`src/lit_consts.svh`:
```
// Constants for the transmit and mode control block
`ifndef LIT_CONSTS_SVH
`define LIT_CONSTS_SVH
`define REF_PERIOD_NS 10
`define PW_PCM30_NS 244
`define PW_PART68_NS 324
`define PW_DSX1_NS 350
`define PW_PCM30_CYC 8'(`PW_PCM30_NS / `REF_PERIOD_NS)
`define PW_PART68_CYC 8'(`PW_PART68_NS / `REF_PERIOD_NS)
`define PW_DSX1_CYC 8'(`PW_DSX1_NS / `REF_PERIOD_NS)
`define TX_LOSS_NS 2000
`define TX_LOSS_CYC 9'(`TX_LOSS_NS / `REF_PERIOD_NS)
`define SETTLE_BITS 8'h16
`define REMOTE_LOOPBACK_SETTLE_BITS 8'h58
`define LEN_PCM30 3'h0
`define LEN_RESERVED 3'h1
`define LEN_PART68 3'h2
`define LEN_DSX_FIRST 3'h3
`define PIN_W 13
`define PIN_MODE_LOW 12
`define PIN_MODE_HIGH 11
`define PIN_TX_CLOCK 10
`define PIN_TX_POS_RAIL 9
`define PIN_TX_NEG_RAIL 8
`define PIN_MON_A 7
`define PIN_MON_B 6
`define CP_LINE_LENGTH_SEL_0 0
`define CP_LINE_LENGTH_SEL_2 2
`define CP_REMOTE_LOOPBACK 3
`define CP_LOCAL_LOOPBACK 4
`define CP_TX_ALL_ONES 5
`endif

```
`src/lit_pkg.sv`:
```
// Types for the transmit and mode control block
package lit_pkg;
	typedef enum logic [1:0] {
		MODE_HW = 2'b00,
		MODE_EXT = 2'b01,
		MODE_HOST = 2'b10
	} op_mode_t;

	typedef struct packed {
		logic tx_all_ones;
		logic local_loopback;
		logic remote_loopback;
		logic [2:0] line_length;
	} ctrl_t;

	typedef struct packed {
		logic [12:0] sync1;
		logic [12:0] sync2;
		logic tx_clock_prev;
		op_mode_t mode;
		ctrl_t ctrl;
		logic [8:0] idle_cnt;
		logic clk_lost;
		logic [7:0] pulse_cnt;
		logic pulse_a;
		logic pulse_b;
		logic ami_phase;
		logic [7:0] settle_cnt;
		logic idle;
		logic [2:0] dsx_range;
		logic rx_pos_pin;
		logic rx_neg_pin;
		logic monitor_pin;
		logic rx_code_sel;
		logic pcs_n;
		logic tx_code_sel;
		logic [5:0] cp_out;
		logic [5:0] cp_oe;
		logic ser_in;
		logic ser_cs_n;
		logic ser_clk;
		logic clk_edge;
	} state_t;
endpackage

```
`src/line_interface_tx_mode_control.sv`:
```
// Mode decode, shared pin routing and transmit pulse control for the line interface
//
// Overview of operation
// RULE_01: Decode three-level mode input into hardware, extended hardware or host mode.
// RULE_02: Hardware and extended modes take controls and give status on discrete pins.
// RULE_03: Thirteen shared pins change function with the operating mode.
// RULE_04: Extended mode routes single-rail data, code selects, violation, alarm, chip select.
// RULE_05: Host mode turns control pins into interrupt and serial port pins.
// RULE_06: Transmit data, dual or single rail, is captured on falling transmit clock.
// RULE_07: Line-length codes 011 to 111 select five DSX-1 cable ranges.
// RULE_08: Code 000 selects PCM-30 shape, 001 reserved, 010 Part 68 shape.
// RULE_09: Pulse width follows line length: 324 ns Part 68, 350 ns DSX-1. Part 68 truncates to 32 reference cycles, 320 ns.
// RULE_10: On transmit clock loss neither line output stays driven high.
// RULE_11: Both data inputs low with clock running gives idle driver, no pulses.
// RULE_12: Control changes mark outputs unsettled 22 bits; remote loopback longer.
// RULE_13: All-ones sends continuous marks, ignores data, ignored during remote loopback.
// RULE_14: Decoded mode is static; routing switches only on mode input change.
`timescale 1ns/1ps
`include "lit_consts.svh"

module line_interface_tx_mode_control #(
	parameter logic [7:0] REMOTE_LOOPBACK_SETTLE = `REMOTE_LOOPBACK_SETTLE_BITS
) (
	input wire logic REF_CLK_IN,
	input wire logic RST_IN,
	input wire logic MODE_LOW_IN,
	input wire logic MODE_HIGH_IN,
	input wire logic TX_CLOCK_IN,
	input wire logic TX_POS_RAIL_IN,
	input wire logic TX_NEG_RAIL_IN,
	input wire logic MONITOR_IN_A_IN,
	input wire logic MONITOR_IN_B_IN,
	input wire logic [5:0] CTRL_PIN_IN,
	input wire logic RX_POS_RAIL_IN,
	input wire logic RX_NEG_RAIL_IN,
	input wire logic RX_DATA_IN,
	input wire logic BIPOLAR_VIOLATION_FLAG_IN,
	input wire logic DRIVER_MONITOR_FLAG_IN,
	input wire logic ALL_ONES_ALARM_IN,
	input wire logic SERIAL_OUT_IN,
	input wire logic HOST_INT_N_IN,
	input wire lit_pkg::ctrl_t HOST_CTRL_IN,
	output logic LINE_OUT_A_OUT,
	output logic LINE_OUT_B_OUT,
	output logic RX_POS_PIN_OUT,
	output logic RX_NEG_PIN_OUT,
	output logic MONITOR_PIN_OUT,
	output logic [5:0] CTRL_PIN_OUT,
	output logic [5:0] CTRL_PIN_OE_OUT,
	output logic RX_CODE_SELECT_OUT,
	output logic PARALLEL_CHIP_SELECT_N_OUT,
	output logic TX_CODE_SELECT_OUT,
	output logic SERIAL_IN_OUT,
	output logic SERIAL_CS_N_OUT,
	output logic SERIAL_CLK_OUT,
	output logic CLOCK_EDGE_SELECT_OUT,
	output lit_pkg::op_mode_t OP_MODE_OUT,
	output lit_pkg::ctrl_t ACTIVE_CTRL_OUT,
	output logic [2:0] DSX_RANGE_OUT,
	output logic TX_CLOCK_LOST_OUT,
	output logic TX_SETTLING_OUT,
	output logic DRIVER_IDLE_OUT
);
	lit_pkg::state_t st_ff;
	lit_pkg::state_t nxt_st;

	// Pin inputs gathered for the synchroniser
	logic [`PIN_W-1:0] pins;
	assign pins = {MODE_LOW_IN, MODE_HIGH_IN, TX_CLOCK_IN, TX_POS_RAIL_IN, TX_NEG_RAIL_IN,
		MONITOR_IN_A_IN, MONITOR_IN_B_IN, CTRL_PIN_IN};

	// ****************************************
	// Next state
	// ****************************************
	// Decode, route and transmit logic
	always_comb begin
		lit_pkg::op_mode_t dec_mode;
		lit_pkg::ctrl_t ctl;
		logic [`PIN_W-1:0] s;
		logic fall;
		logic mark;
		logic send_a;
		logic send_b;
		logic [7:0] width;
		dec_mode = lit_pkg::MODE_EXT;
		ctl = '0;
		s = st_ff.sync2;
		fall = 1'b0;
		mark = 1'b0;
		send_a = 1'b0;
		send_b = 1'b0;
		width = 8'h00;
		nxt_st = st_ff;

		// Two-stage synchroniser; only stage two is read
		nxt_st.sync1 = pins;
		nxt_st.sync2 = st_ff.sync1;
		nxt_st.tx_clock_prev = s[`PIN_TX_CLOCK];
		fall = st_ff.tx_clock_prev & ~s[`PIN_TX_CLOCK];

		// Three-level mode decode, latched only when the level changes
		if (s[`PIN_MODE_LOW]) begin
			dec_mode = lit_pkg::MODE_HW; // [RULE_01]
		end else if (s[`PIN_MODE_HIGH]) begin
			dec_mode = lit_pkg::MODE_HOST; // [RULE_01]
		end
		if (dec_mode != st_ff.mode) begin
			nxt_st.mode = dec_mode; // [RULE_14]
		end

		// Control source: discrete pins or host serial registers
		if (st_ff.mode == lit_pkg::MODE_HOST) begin
			ctl = HOST_CTRL_IN; // [RULE_05]
		end else begin
			ctl.line_length = s[`CP_LINE_LENGTH_SEL_2:`CP_LINE_LENGTH_SEL_0]; // [RULE_02]
			ctl.remote_loopback = s[`CP_REMOTE_LOOPBACK];
			ctl.local_loopback = s[`CP_LOCAL_LOOPBACK];
			ctl.tx_all_ones = s[`CP_TX_ALL_ONES];
		end
		nxt_st.ctrl = ctl;

		// Shared pin routing per mode
		nxt_st.rx_pos_pin = RX_POS_RAIL_IN; // [RULE_03]
		nxt_st.rx_neg_pin = RX_NEG_RAIL_IN;
		nxt_st.monitor_pin = DRIVER_MONITOR_FLAG_IN;
		nxt_st.rx_code_sel = 1'b0;
		nxt_st.pcs_n = 1'b1;
		nxt_st.tx_code_sel = 1'b0;
		nxt_st.cp_out = 6'h00;
		nxt_st.cp_oe = 6'h00;
		nxt_st.ser_in = 1'b0;
		nxt_st.ser_cs_n = 1'b1;
		nxt_st.ser_clk = 1'b0;
		nxt_st.clk_edge = 1'b0;
		case (st_ff.mode)
			lit_pkg::MODE_EXT: begin
				nxt_st.rx_pos_pin = RX_DATA_IN; // [RULE_04]
				nxt_st.rx_neg_pin = BIPOLAR_VIOLATION_FLAG_IN; // [RULE_04]
				nxt_st.monitor_pin = ALL_ONES_ALARM_IN; // [RULE_04]
				nxt_st.rx_code_sel = s[`PIN_MON_A]; // [RULE_04]
				nxt_st.pcs_n = s[`PIN_MON_B]; // [RULE_04]
				nxt_st.tx_code_sel = s[`PIN_TX_NEG_RAIL]; // [RULE_04]
			end
			lit_pkg::MODE_HOST: begin
				// Pin 23 interrupt, pin 25 serial data out tristated when deselected
				nxt_st.cp_out = {5'h00, HOST_INT_N_IN} | {3'h0, SERIAL_OUT_IN, 2'h0}; // [RULE_05]
				nxt_st.cp_oe = {3'h0, ~s[`CP_REMOTE_LOOPBACK], 1'b0, 1'b1}; // [RULE_05]
				nxt_st.ser_in = s[1];
				nxt_st.ser_cs_n = s[`CP_REMOTE_LOOPBACK];
				nxt_st.ser_clk = s[`CP_LOCAL_LOOPBACK];
				nxt_st.clk_edge = s[`CP_TX_ALL_ONES];
			end
			default: begin
			end
		endcase

		// Pulse shape and width from line length
		case (ctl.line_length)
			`LEN_PCM30: width = `PW_PCM30_CYC; // [RULE_08]
			`LEN_RESERVED: width = 8'h00; // [RULE_08]
			`LEN_PART68: width = `PW_PART68_CYC; // [RULE_08] [RULE_09]
			default: width = `PW_DSX1_CYC; // [RULE_09]
		endcase
		if (ctl.line_length >= `LEN_DSX_FIRST) begin
			nxt_st.dsx_range = ctl.line_length - `LEN_DSX_FIRST; // [RULE_07]
		end else begin
			nxt_st.dsx_range = 3'h0;
		end

		// Transmit clock watchdog
		if (fall) begin
			nxt_st.idle_cnt = 9'h000;
			nxt_st.clk_lost = 1'b0;
		end else if (st_ff.idle_cnt >= `TX_LOSS_CYC) begin
			nxt_st.clk_lost = 1'b1; // [RULE_10]
		end else begin
			nxt_st.idle_cnt = st_ff.idle_cnt + 9'h001;
		end

		// Running pulse counts down every cycle, marks or not
		if (st_ff.pulse_cnt > 8'h01) begin
			nxt_st.pulse_cnt = st_ff.pulse_cnt - 8'h01;
		end else begin
			nxt_st.pulse_cnt = 8'h00;
			nxt_st.pulse_a = 1'b0;
			nxt_st.pulse_b = 1'b0;
		end

		// Sample data on the falling transmit clock edge
		if (fall) begin
			if (ctl.tx_all_ones && !ctl.remote_loopback) begin
				mark = 1'b1; // [RULE_13]
			end else if (st_ff.mode == lit_pkg::MODE_EXT) begin
				mark = s[`PIN_TX_POS_RAIL]; // [RULE_06]
			end else begin
				send_a = s[`PIN_TX_POS_RAIL]; // [RULE_06]
				send_b = s[`PIN_TX_NEG_RAIL] & ~s[`PIN_TX_POS_RAIL];
			end
			if (mark) begin
				// Single rail and all-ones alternate polarity
				send_a = ~st_ff.ami_phase;
				send_b = st_ff.ami_phase;
				nxt_st.ami_phase = ~st_ff.ami_phase;
			end
			nxt_st.idle = ~(send_a | send_b); // [RULE_11]
			if ((send_a || send_b) && width != 8'h00) begin
				nxt_st.pulse_cnt = width;
				nxt_st.pulse_a = send_a;
				nxt_st.pulse_b = send_b;
			end
		end
		if (st_ff.clk_lost) begin
			nxt_st.pulse_cnt = 8'h00; // [RULE_10]
			nxt_st.pulse_a = 1'b0;
			nxt_st.pulse_b = 1'b0;
		end

		// Settling window after control changes, counted in bit periods
		if (ctl.remote_loopback != st_ff.ctrl.remote_loopback) begin
			nxt_st.settle_cnt = REMOTE_LOOPBACK_SETTLE; // [RULE_12]
		end else if (ctl.tx_all_ones != st_ff.ctrl.tx_all_ones ||
			ctl.line_length != st_ff.ctrl.line_length ||
			ctl.local_loopback != st_ff.ctrl.local_loopback) begin
			nxt_st.settle_cnt = `SETTLE_BITS; // [RULE_12]
		end else if (fall && st_ff.settle_cnt != 8'h00) begin
			nxt_st.settle_cnt = st_ff.settle_cnt - 8'h01;
		end
	end

	// ****************************************
	// State register
	// ****************************************
	// Synchronous reset to quiet driver, hardware mode
	always_ff @(posedge REF_CLK_IN) begin
		if (RST_IN) begin
			st_ff <= '0;
			st_ff.pcs_n <= 1'b1;
			st_ff.ser_cs_n <= 1'b1;
			st_ff.idle <= 1'b1;
		end else begin
			st_ff <= nxt_st;
		end
	end

	// ****************************************
	// Outputs
	// ****************************************
	// All outputs straight from the state register, except the settling flag, which is decoded from its count
	assign LINE_OUT_A_OUT = st_ff.pulse_a;
	assign LINE_OUT_B_OUT = st_ff.pulse_b;
	assign RX_POS_PIN_OUT = st_ff.rx_pos_pin;
	assign RX_NEG_PIN_OUT = st_ff.rx_neg_pin;
	assign MONITOR_PIN_OUT = st_ff.monitor_pin;
	assign CTRL_PIN_OUT = st_ff.cp_out;
	assign CTRL_PIN_OE_OUT = st_ff.cp_oe;
	assign RX_CODE_SELECT_OUT = st_ff.rx_code_sel;
	assign PARALLEL_CHIP_SELECT_N_OUT = st_ff.pcs_n;
	assign TX_CODE_SELECT_OUT = st_ff.tx_code_sel;
	assign SERIAL_IN_OUT = st_ff.ser_in;
	assign SERIAL_CS_N_OUT = st_ff.ser_cs_n;
	assign SERIAL_CLK_OUT = st_ff.ser_clk;
	assign CLOCK_EDGE_SELECT_OUT = st_ff.clk_edge;
	assign OP_MODE_OUT = st_ff.mode;
	assign ACTIVE_CTRL_OUT = st_ff.ctrl;
	assign DSX_RANGE_OUT = st_ff.dsx_range;
	assign TX_CLOCK_LOST_OUT = st_ff.clk_lost;
	assign TX_SETTLING_OUT = (st_ff.settle_cnt != 8'h00);
	assign DRIVER_IDLE_OUT = st_ff.idle;
endmodule

```
`config.mk`:
```
export PLATFORM = sky130hd
export DESIGN_NAME = line_interface_tx_mode_control
export DESIGN_NICKNAME = d
export VERILOG_FILES = /design/src/lit_pkg.sv /design/src/line_interface_tx_mode_control.sv
export VERILOG_INCLUDE_DIRS = /design/src
export SDC_FILE = /design/constraint.sdc
export NUM_CORES = 1
export LEC_CHECK = 0
export BUFFER_PORTS_ARGS = -buffer_cell sky130_fd_sc_hd__buf_2
export CORE_MARGIN = 2
export CORE_UTILIZATION = 49
export CTS_CLUSTER_SIZE = 24
export DETAILED_ROUTE_END_ITERATION = 16
export GPL_TIMING_DRIVEN = 0
export MAX_ROUTING_LAYER = met4
export PLACE_DENSITY = 0.74
export SLEW_MARGIN = 0
export SYNTH_ARGS = -nofsm -noshare
export SYNTH_HDL_FRONTEND = slang
export SYNTH_SLANG_ARGS = --single-unit
```
`constraint.sdc`:
```
create_clock -name REF_CLK_IN -period 1.6 [get_ports REF_CLK_IN]
set_input_delay 0.16 -clock REF_CLK_IN [delete_from_list [all_inputs] [get_ports REF_CLK_IN]]
set_output_delay 0.16 -clock REF_CLK_IN [all_outputs]
set_load 0.05 [all_outputs]
```
Word-level counts from Yosys, hierarchy flattened

Cells that the tools add are included.

Register bits after elaboration: 87
Latch bits: 0
RAM bits: 0
Bits in read-only memories: 0
Bits of input ports: 29
Word-level logic and storage cells: 105
Memories: 0

Add/sub/neg operators: 4
Multiply operators: 0
Div/mod/pow operators: 0
Order comparisons: 3
Eq/ne operators: 9
Shifts and indexed selects: 0
Mux-type cells: 25
Bitwise operators: 12
Reduce and logical (&&, ||, !) cells: 20

Operator list:

| operator                                                          | count |
|---|---|
| 2-to-1 mux 7 bit                                                  | 3 |
| case mux 6 bit (3 select lines)                                   | 1 |
| nonzero test 8 bit                                                | 2 |
| subtractor 8 x 1 -> 8 bit, second input constant                  | 2 |
| 2-to-1 mux 1 bit                                                  | 12 |
| 2-to-1 mux 6 bit                                                  | 2 |
| OR reduction 2 bit                                                | 6 |
| 2-to-1 mux 11 bit                                                 | 1 |
| 2-to-1 mux 10 bit                                                 | 1 |
| adder 9 x 1 -> 9 bit, second input constant                       | 1 |
| greater-or-equal comparator 9 x 8 -> 1 bit, second input constant | 1 |
| greater-than comparator 8 x 1 -> 1 bit, second input constant     | 1 |
| 2-to-1 mux 8 bit                                                  | 1 |
| inverter 1 bit                                                    | 8 |
| 2-to-1 mux 2 bit                                                  | 3 |
| 2-to-1 mux 5 bit                                                  | 1 |
| == test 3 x 1 -> 1 bit, second input constant                     | 1 |
| == test 3 x 2 -> 1 bit, second input constant                     | 1 |
| greater-or-equal comparator 3 x 2 -> 1 bit, second input constant | 1 |
| logical AND 1 bit                                                 | 3 |
| logical NOT 3 bit                                                 | 1 |
| logical OR 1 bit                                                  | 3 |
| != test 1 bit                                                     | 3 |
| != test 3 bit                                                     | 1 |
| other kinds (12)                                                  | 13 |

Logic depth before layout (Yosys ltp)

Gate-level depths: netlist (run 1).

Depth after elaboration: 12
Depth in mapped cells: 8
Depth with buffers taken out: 8

Worst setup path before layout (run 1)

Ideal clock, no wire load.

Kind: register -> register
From: register st_ff[26] (netlist bit)
To: register st_ff[30] (netlist bit)
Setup time: 0.132 ns
Data arrival time: 1.702 ns
Path slack: -0.234 ns
Cell stages (with the launch flop): 8
Period minus slack after synthesis: 1.834 ns
Cells stage by stage: dfxtp_1 inv_1 ha_1 nor3b_1 nand2_1 nand4_1 xor2_1 a31oi_1

Elaborated cells on any way between the ends: 7

RTL lines:

| item                                | RTL line                              | RTL |
|---|---|---|
| from (decl)                         | line_interface_tx_mode_control.sv:64  | `lit_pkg::state_t st_ff;` |
| from (signal assigned)              | line_interface_tx_mode_control.sv:241 | `st_ff <= nxt_st;` |
| nonzero test 8 bit                  | --                                    |  |
| named net TX_SETTLING_OUT           | line_interface_tx_mode_control.sv:61  | `output logic TX_SETTLING_OUT,` |
| logical AND 1 bit                   | line_interface_tx_mode_control.sv:225 | `end else if (fall && st_ff.settle_cnt != 8'h00) begin` |
| nonzero test 3 bit (no source line) | --                                    |  |

The timed path passes the listed nets, and every way through them passes these cells. The select of a mux whose other input is x is not followed.
A chain may end at the register's enable or synchronous reset.

Final worst setup path (run 1)

From: register st_ff (netlist bit OP_MODE_OUT[0])
To: register st_ff[42] (netlist bit)

Longest elaborated chain between the ends: 12
Elaborated cells on any way between the ends: 25

Ends and longest elaborated chain:

| item                  | RTL line                              | RTL |
|---|---|---|
| == test 2 bit         | line_interface_tx_mode_control.sv:112 | `if (st_ff.mode == lit_pkg::MODE_HOST) begin` |
| 2-to-1 mux 6 bit      | line_interface_tx_mode_control.sv:112 |  |
| logical NOT 1 bit     | line_interface_tx_mode_control.sv:191 | `if (ctl.tx_all_ones && !ctl.remote_loopback) begin` |
| logical AND 1 bit     | line_interface_tx_mode_control.sv:191 |  |
| 2-to-1 mux 1 bit      | line_interface_tx_mode_control.sv:191 |  |
| 2-to-1 mux 1 bit      | line_interface_tx_mode_control.sv:190 | `if (fall) begin` |
| 2-to-1 mux 1 bit      | line_interface_tx_mode_control.sv:199 | `if (mark) begin` |
| 2-to-1 mux 1 bit      | line_interface_tx_mode_control.sv:190 |  |
| logical OR 1 bit      | line_interface_tx_mode_control.sv:206 | `if ((send_a \|\| send_b) && width != 8'h00) begin` |
| logical AND 1 bit     | line_interface_tx_mode_control.sv:206 |  |
| 2-to-1 mux 10 bit (*) | line_interface_tx_mode_control.sv:206 |  |
| 2-to-1 mux 11 bit (*) | line_interface_tx_mode_control.sv:190 |  |

Every way passes the cells marked *; elsewhere a longest branch is shown, timed or not. The select of a mux whose other input is x is not followed.

==> results of run 1 <==
==> power breakdown <==
| group | switching [mW] | internal (mW) | leakage [nW] | total (mW) |
|---|---|---|---|---|
| Sequential | 0.164 | 2.21 | 0.676 | 2.37 |
| Combinational | 0.695 | 0.578 | 1.17 | 1.27 |
| Clock | 0.749 | 0.973 | 0.120 | 1.72 |
==> cell usage after synthesis, types with 5 or more instances <==
library cell,count
sky130_fd_sc_hd__dfxtp_1,82
sky130_fd_sc_hd__nor2_1,35
sky130_fd_sc_hd__nor2b_1,29
sky130_fd_sc_hd__buf_4,23
sky130_fd_sc_hd__nand2_1,18
sky130_fd_sc_hd__xnor2_1,17
sky130_fd_sc_hd__inv_1,14
sky130_fd_sc_hd__a21oi_1,11
sky130_fd_sc_hd__and2_1,10
sky130_fd_sc_hd__xor2_1,10
sky130_fd_sc_hd__o21ai_1,8
sky130_fd_sc_hd__clkbuf_1,7
sky130_fd_sc_hd__ha_1,7
sky130_fd_sc_hd__nor3_1,6
sky130_fd_sc_hd__mux2i_1,5
sky130_fd_sc_hd__nand2b_1,5
sky130_fd_sc_hd__nand3_1,5
sky130_fd_sc_hd__nor4_1,5
==> critical path, delay by kind of cell, from the launching register on <==
family | cells | cell delay [ps]
flip-flops | 1 | 330
AO/OA/AOI/OAI | 4 | 840
AND/OR/NAND/NOR | 1 | 170
buffers and inverters | 2 | 330
==> layout by cell type, fill, tap and decap left out, types with 3 or more instances in the layout <==
cell                            instances
sky130_fd_sc_hd__buf_2                 56
sky130_fd_sc_hd__nor2_1                32
sky130_fd_sc_hd__a31oi_1                3
sky130_fd_sc_hd__dfxtp_1               74
sky130_fd_sc_hd__nand2_1               17
sky130_fd_sc_hd__buf_4                 37
sky130_fd_sc_hd__nand3_1                3
sky130_fd_sc_hd__inv_1                 11
sky130_fd_sc_hd__ha_1                   5
sky130_fd_sc_hd__xor2_1                10
sky130_fd_sc_hd__and2_1                 8
sky130_fd_sc_hd__nor2_2                 3
sky130_fd_sc_hd__nand4_1                3
sky130_fd_sc_hd__nor3b_1                3
sky130_fd_sc_hd__clkbuf_8              11
sky130_fd_sc_hd__inv_2                  3
sky130_fd_sc_hd__nand3b_1               3
sky130_fd_sc_hd__clkbuf_1               6
sky130_fd_sc_hd__xnor2_2                5
sky130_fd_sc_hd__mux2i_4                5
sky130_fd_sc_hd__nor2b_1               29
sky130_fd_sc_hd__nor4_4                 3
sky130_fd_sc_hd__o21ai_2                3
sky130_fd_sc_hd__xnor2_1               12
sky130_fd_sc_hd__dlygate4sd3_1          3
sky130_fd_sc_hd__dfxtp_2                7
sky130_fd_sc_hd__a21oi_1                9
sky130_fd_sc_hd__o21ai_1                4
sky130_fd_sc_hd__conb_1                 8
sky130_fd_sc_hd__o21ai_4                3
sky130_fd_sc_hd__nor3_4                 3
sky130_fd_sc_hd__buf_6                 10
sky130_fd_sc_hd__nor3_1                 4
sky130_fd_sc_hd__nand2b_1               5
==> worst max path at each step <==
stage	endpoint	slack [ps]	cells past startpoint
2_1_floorplan	st_ff[30]	-3	7
4_1_cts	st_ff[29]	-90	8
6_report	st_ff[42]	-140	7
3_3_place_gp	st_ff[40]	-270	5
3_5_place_dp	st_ff[41]	-310	5
5_1_grt	st_ff[42]	-210	7
==> registers in the layout, summed over array words and instances (netlist names) <==
register	cells
ACTIVE_CTRL_OUT	6
CLOCK_EDGE_SELECT_OUT	1
CTRL_PIN_OE_OUT	2
CTRL_PIN_OUT	2
DRIVER_IDLE_OUT	1
DSX_RANGE_OUT	3
LINE_OUT_A_OUT	1
LINE_OUT_B_OUT	1
MONITOR_PIN_OUT	1
OP_MODE_OUT	2
PARALLEL_CHIP_SELECT_N_OUT	1
RX_CODE_SELECT_OUT	1
RX_NEG_PIN_OUT	1
RX_POS_PIN_OUT	1
SERIAL_CLK_OUT	1
SERIAL_CS_N_OUT	1
SERIAL_IN_OUT	1
TX_CLOCK_LOST_OUT	1
TX_CODE_SELECT_OUT	1
nxt_st	14
st_ff	39
==> routing by layer <==
layer	wire length (microns)	GRT usage, %
met5	0	-
met2	3600	33.7
met3	408	5.87
met1	2950	22.2
met4	254	9.81
==> cell type report <==
class | instances | share of cell area, %
clock buffers | 11 | 3.37
inverters | 14 | 1.17
clock inverters | 5 | 1.84
well taps | 77 | 2.14
repair buffers | 85 | 12.7
flip-flops and latches | 82 | 36.8
multi-input cells | 215 | 37.2
plain buffers | 31 | 4.87
==> stage by stage <==
step,cell area [sq um],setup TNS [ps]
6_report,4500,-1880
5_1_grt,4500,-3420
4_1_cts,4250,-920
3_5_place_dp,3710,-4960
3_3_place_gp,3710,-4290
2_1_floorplan,3330,-3.28
==> what timing repair did <==
item | 4_1_cts | 5_1_grt
cloned | 2 | 0
endpoints found under the hold margin | 1 | 2
setup buffers | 16 | 8
hold buffers | 1 | 2
resized for setup | 31 | 39
pin swaps | 12 | 22
endpoints found under the setup margin | 25 | 27
==> kinds of logic (layout without fill, tap and decap cells) <==
kind of cell	Yosys count	after routing	synth area share [%]
XOR/XNOR	27	27	7.23
AO/OA/AOI/OAI	32	33	6.35
flip-flops	82	82	50.2
adder cells (fa/ha/maj)	7	7	2.68
AND/OR/NAND/NOR	132	132	21.9
other	1	8	0.115
multiplexers	8	8	3.33
buffers and inverters	46	146	8.15
==> results_tabular.tex, run 1 <==
\begin{tabular}{lr}
\hline
Metric & Value \\
\hline
\multicolumn{2}{l}{\textbf{Global route}} \\
Final global-route overflow total & 0 \\
Number of global-route vias before repair & between 2,000 and 2,500 \\
Largest net degree at the start of global routing & 15 \\
Initial antenna violation count & 0 \\
Global-route wire length before repair & 11,100 microns \\
Global router's overall resource usage & between 20 and 25\% \\
\multicolumn{2}{l}{\textbf{Worst setup path}} \\
Crit start category & register \\
Reg-to-reg startpoint & OP\_MODE\_OUT[0] \\
Element type at the critical path end & register \\
Register-to-register setup slack & -140 ps \\
Worst path arrival time & 2030 ps \\
Master of the slowest instance on the critical path & sky130\_fd\_sc\_hd\_\_a211oi\_4 \\
Worst r2r path cells & 7 \\
Worst reg2reg endpoint & st\_ff[42] \\
Slowest stage delay, CP & 360 ps \\
Crit. Startpoint & OP\_MODE\_OUT[0] \\
Top fanout value on the critical path & 5 \\
Crit Path Category & reg -> reg \\
Worst endpoint required time & about 1900 ps \\
Cells along the critical path & nand2b\_4, buf\_16, a31o\_4, a211oi\_4, buf\_4, o21ai\_4, o21ai\_1 \\
\multicolumn{2}{l}{\textbf{Timing}} \\
Maximum frequency from static timing analysis & 573 MHz \\
Crit path time final & 1740 ps \\
Final worst-path cycle share & 109\% \\
Minimum hold slack & 12.4 ps \\
Final Hold Vio Count & 0 \\
Final setup fails & 22 \\
Max\_slew headroom & 56.7\% \\
RSZ-0062 raised after global routing & true \\
Transition time at the pin with the least slew margin & 649 ps \\
Max Clock Skew & 12.2 ps \\
Final Slew Violations & 0 \\
PnR worst setup slack & -144 ps \\
\multicolumn{2}{l}{\textbf{Clock network}} \\
Max clock buf depth & 2 \\
Clock Tree Root & sky130\_fd\_sc\_hd\_\_clkbuf\_8 \\
Clock latency on the worst-skew pair & about 360 ps \\
Num CTS Buffers & 9 \\
Number of sinks driven by the clock tree & 82 \\
TritonCTS clock tree & built \\
Clock slew at the register clock pins of the worst setup and hold paths & 80 ps \\
Total number of H-tree levels & 3 \\
\multicolumn{2}{l}{\textbf{Logic synthesis}} \\
Post-synthesis sequential element count & just over 80 \\
Synthesized area per cell & 9.76 sq um \\
Mapped cell area & 0.00327 sq mm \\
Sequential area share after synthesis & 50.2\% \\
Netlist cell types & 44 \\
Warning count from the yosys run & 0 \\
Count of flip-flops with a built-in enable after synthesis & 0 \\
Post-synthesis cell type with the largest combined area & sky130\_fd\_sc\_hd\_\_dfxtp\_1 \\
Area share of the largest cell type after synthesis & 50.2\% \\
Synth Instances & 335 \\
Dominant synthesized flop cell & sky130\_fd\_sc\_hd\_\_dfxtp\_1 \\
Share of async-settable or async-resettable flops after synthesis & 0\% \\
Cell types occupying the most area after synthesis & sky130\_fd\_sc\_hd\_\_dfxtp\_1 (50\%), sky130\_fd\_sc\_hd\_\_nor2b\_1 (5.5\%), sky130\_fd\_sc\_hd\_\_buf\_4 (5.3\%) \\
\multicolumn{2}{l}{\textbf{Run status}} \\
Failing checks & negative setup slack \\
Run status & finished, violations left \\
\multicolumn{2}{l}{\textbf{Floorplanning}} \\
Number of I/O pins & 67 \\
Total die area & 0.00734 sq mm \\
Width of the die & 85.7 microns \\
Effective utilization at floorplan & 51.2\% \\
Site row count & 29 \\
Die Y-Extent & 85.7 microns \\
Area of the core & 0.00639 sq mm \\
\multicolumn{2}{l}{\textbf{Min path}} \\
Cell depth of the worst min-delay path & 2 \\
Class of the worst hold path & in -> reg \\
Worst min-delay path endpoint & CTRL\_PIN\_OUT[0] \\
Origin of the worst min-delay path & HOST\_INT\_N\_IN \\
\multicolumn{2}{l}{\textbf{Layout}} \\
Total of fill cells in the finished design & 450 \\
Net count, final & between 400 and 500 \\
Non-filler cells, final & 520 \\
Antenna fix cells & 0 \\
Area delta synth->final & 37.6\% \\
Final standard cell utilization of the core & 70.4\% \\
Fraction of layout instances using a drive strength above 1 & 40.2\% \\
FF+latch area & 0.00165 sq mm \\
Multi-input gate area & between 0.0015 and 0.002 sq mm \\
\multicolumn{2}{l}{\textbf{Routing}} \\
Initial drt markers & 180 \\
Wire length reported by the detailed router & 7220 microns \\
Count of nets left with antenna violations after detail routing & 0 \\
DR vias/cell & a little under 5 \\
Number of DRC violations after detailed routing & 0 \\
Total number of vias & 2,566 \\
Drt pass-1 iters & 4 \\
Detail-routed net length per standard cell & 13.9 microns \\
\multicolumn{2}{l}{\textbf{Placement}} \\
Cell count after placement & 476 \\
Worst slack at placement & -308 ps \\
Estimated wirelength of the detail-placed design & $\sim$4400 microns \\
Port-buffer cells & 57 \\
Routability-driven placement congestion ratio & around 0.9 \\
\multicolumn{2}{l}{\textbf{Power}} \\
Total power after layout & 5.37 mW \\
IR drop worst, VDD & 0.809 mV \\
Power per standard cell area & $\sim$1200 mW/mm\^{}2 \\
Cell leakage power & 1.96 nW \\
\multicolumn{2}{l}{\textbf{Run}} \\
Max cap viols & 0 \\
\hline
\end{tabular}
No activity file was read; power rests on OpenSTA's default activity.
==> inputs of run 2 (changes only) <==
CORE_ASPECT_RATIO = 1.25   (was not set)
SLEW_MARGIN = 20   (was 0)
clock period = 1.4 ns   (was 1.6 ns; I/O delays follow)
==> results_tabular.tex, run 2 (synthesis results as in run 1) <==
\begin{tabular}{lr}
\hline
Metric & Value \\
\hline
\multicolumn{2}{l}{\textbf{Power}} \\
Clock share of power & 28.0\% (-4.1 points) \\
Net Switching & 1.79 mW (+12\%) \\
Sequential share of power & 46.4\% (+2.2 points) \\
Gate power share & 25.6\% (+1.9 points) \\
Total power after layout & 5.84 mW (+8.8\%) \\
Switching power as a share of total power & 30.7\% (+0.76 points) \\
IR drop worst, VDD & 0.713 mV (-12\%) \\
Internal power & 4.04 mW (+7.6\%) \\
Cell leakage power & 2.02 nW (+3.0\%) \\
Power per standard cell area & 1260 mW/mm\^{}2 (+5.9\%) \\
\multicolumn{2}{l}{\textbf{Placement}} \\
Routability-driven placement congestion ratio & 0.821 (-8.3\%) \\
Worst slack at placement & -415 ps (-107 ps) \\
Port-buffer cells & 57 (unchanged) \\
Estimated wirelength of the detail-placed design & 4540 microns (+3.2\%) \\
\multicolumn{2}{l}{\textbf{Timing}} \\
RSZ-0062 raised after global routing & true \\
Final setup fails & 31 (+41\%) \\
Transition time at the pin with the least slew margin & 586 ps (-63.2 ps) \\
Total Neg Setup Slack & -6410 ps (-4530 ps) \\
PnR worst setup slack & -334 ps (-190 ps) \\
Crit path time final & 1730 ps (-10.3 ps) \\
Final Slew Violations & 0 (unchanged) \\
Max\_slew headroom & 60.9\% (+4.2 points) \\
Final worst-path cycle share & 124\% (+15 points) \\
Final Hold Vio Count & 0 (unchanged) \\
Max Clock Skew & 5.44 ps (-6.79 ps) \\
Maximum frequency from static timing analysis & 577 MHz (+0.59\%) \\
\multicolumn{2}{l}{\textbf{Worst setup path}} \\
Cells along the critical path & nand2b\_4, buf\_12, mux2i\_4, xnor2\_2, nor3\_2, buf\_4, and2\_4, a31oi\_1 \\
Crit start category & register \\
Register-to-register setup slack & -330 ps (-190 ps) \\
Worst endpoint required time & 1620 ps (-270 ps) \\
Worst reg2reg endpoint & st\_ff[30] \\
Worst path arrival time & 1960 ps (-70 ps) \\
Reg-to-reg startpoint & OP\_MODE\_OUT[0] \\
Top fanout value on the critical path & 5 (unchanged) \\
Element type at the critical path end & register \\
Crit Path Category & reg -> reg \\
Worst r2r path cells & 8 (+1) \\
Slowest stage delay, CP & 330 ps (-30 ps) \\
Master of the slowest instance on the critical path & sky130\_fd\_sc\_hd\_\_dfxtp\_2 \\
\multicolumn{2}{l}{\textbf{Routing}} \\
Total number of vias & 2,541 (-0.97\%) \\
Wire length reported by the detailed router & 7060 microns (-2.2\%) \\
Drt pass-1 iters & 5 (+1) \\
Detail-routed net length per standard cell & 13.0 microns (-6.2\%) \\
Number of DRC violations after detailed routing & 0 (unchanged) \\
Count of nets left with antenna violations after detail routing & 0 (unchanged) \\
Initial drt markers & 62 (-66\%) \\
DR vias/cell & 4.69 (-5.0\%) \\
\multicolumn{2}{l}{\textbf{Global route}} \\
Global Route met3 Usage & 5.49\% (-0.38 points) \\
Initial antenna violation count & 0 (unchanged) \\
Largest net degree at the start of global routing & 15 (unchanged) \\
Number of global-route vias before repair & 2,481 (+1.3\%) \\
Global-route wire length before repair & 11,000 microns (-0.32\%) \\
Final global-route overflow total & 0 (unchanged) \\
Grt met2 use & 36.3\% (+2.5 points) \\
Met1 layer usage reported by global route & 20.9\% (-1.3 points) \\
Global router's overall resource usage & 20.0\% (-0.27 points) \\
Gr busiest metal & met2 \\
\multicolumn{2}{l}{\textbf{Layout}} \\
Net count, final & 486 (+2.5\%) \\
Commonest non-fill, non-tap cells in the layout & sky130\_fd\_sc\_hd\_\_dfxtp\_1 (72), sky130\_fd\_sc\_hd\_\_buf\_2 (56), sky130\_fd\_sc\_hd\_\_buf\_4 (43) \\
Most flops, register & st\_ff \\
Fraction of layout instances using a drive strength above 1 & 42.0\% (+1.8 points) \\
Most common cell after layout, fill and taps aside & sky130\_fd\_sc\_hd\_\_dfxtp\_1 \\
Number of flip-flops in the largest register & 39 (unchanged) \\
Antenna fix cells & 0 (unchanged) \\
Final standard cell utilization of the core & 70.9\% (+0.45 points) \\
Area delta synth->final & 41.4\% \\
\multicolumn{2}{l}{\textbf{Min path}} \\
Class of the worst hold path & in -> reg \\
Cell depth of the worst min-delay path & 2 (unchanged) \\
Worst min-delay path endpoint & nxt\_st[66] \\
Origin of the worst min-delay path & CTRL\_PIN\_IN[2] \\
\multicolumn{2}{l}{\textbf{Run status}} \\
Run status & finished, violations left \\
Failing checks & negative setup slack \\
\multicolumn{2}{l}{\textbf{Floorplanning}} \\
Number of I/O pins & 67 (unchanged) \\
Total die area & 0.00735 sq mm (about the same) \\
Width of the die & 77.1 microns (-10\%) \\
Die Y-Extent & 95.3 microns (+11\%) \\
Area of the core & 0.00652 sq mm (+2.2\%) \\
Site row count & 33 (+14\%) \\
Effective utilization at floorplan & 50.1\% (-1.1 points) \\
\multicolumn{2}{l}{\textbf{Clock network}} \\
Total number of H-tree levels & 3 (unchanged) \\
Num CTS Buffers & 9 (unchanged) \\
Max clock buf depth & 2 (unchanged) \\
Clock Tree Root & sky130\_fd\_sc\_hd\_\_clkbuf\_8 \\
TritonCTS clock tree & built \\
Number of sinks driven by the clock tree & 82 (unchanged) \\
Clock slew at the register clock pins of the worst setup and hold paths & 80 ps (about the same) \\
Clock latency on the worst-skew pair & 350 ps (about the same) \\
\multicolumn{2}{l}{\textbf{Run}} \\
Max cap viols & 0 (unchanged) \\
\hline
\end{tabular}
==> run 2: stage by stage <==
| stage | hold slack, ps | area, sq um | cells |
|---|---|---|---|
| after global placement | 345 | 3830 | 486 |
| final | 9.41 | 4620 | 542 |
| after CTS | 3.39 | 4420 | 533 |
| after floorplan | 262 | 3430 | 342 |
| after global routing | 9.21 | 4620 | 542 |
| after detailed placement | 351 | 3830 | 486 |
==> run 2: power groups by stage <==
stage / clock network (mW) / registers, mW / logic (mW)
after detailed placement: 0 / 2.74 / 1.15
after global routing: 1.76 / 2.73 / 1.62
after CTS: 1.67 / 2.69 / 1.26
after global placement: 0 / 2.72 / 1.12
final: 1.63 / 2.71 / 1.50
after floorplan: 0 / 2.74 / 0.907
==> run 2: worst max-delay path by stage <==
stage                     depth (start not counted)   endpoint  slack [ps]           start
after detailed placement                          7  st_ff[30]        -410  OP_MODE_OUT[0]
final                                             8  st_ff[30]        -330  OP_MODE_OUT[0]
after global placement                            7  st_ff[30]        -380  OP_MODE_OUT[0]
after floorplan                                   6  st_ff[51]        -190       st_ff[51]
after CTS                                         8  st_ff[31]        -300  OP_MODE_OUT[0]
after global routing                              8  st_ff[30]        -430  OP_MODE_OUT[0]
==> run 2: final cells by class <==
class                      count  area [sq um]
multi-input combinational    215          1710
sequential                    82          1660
fill                         512          1900
clock inverter                 4          35.0
clock buffer                  12           165
timing repair buffer          97           676
inverter                      14          52.6
tap                           87           109
buffer                        31           221
==> run 2: worst max-delay path: cells and delay by family, from the launching register on <==
family / cells / cell delay, ps
xor gates and xnor gates: 1 / 100
DFF: 1 / 330
muxes: 1 / 260
and+or+nand+nor: 3 / 540
AOI/OAI and AO/OA: 1 / 60
buffers and inverters: 2 / 290
==> run 2: what timing repair did <==
action,4_1_cts,5_1_grt
endpoints found under the setup margin,31,47
resized for setup,28,33
hold buffers,10,0
buffers inserted,20,11
gates cloned,1,1
hold endpoints to repair,10,0
pin swaps,11,24
==> run 2: metal layers <==
layer  up-vias  share of wire, %
li1       1293                 -
met4         0               1.4
met3        11               2.7
met1      1184                41
met2        53                55
met5         -                 0
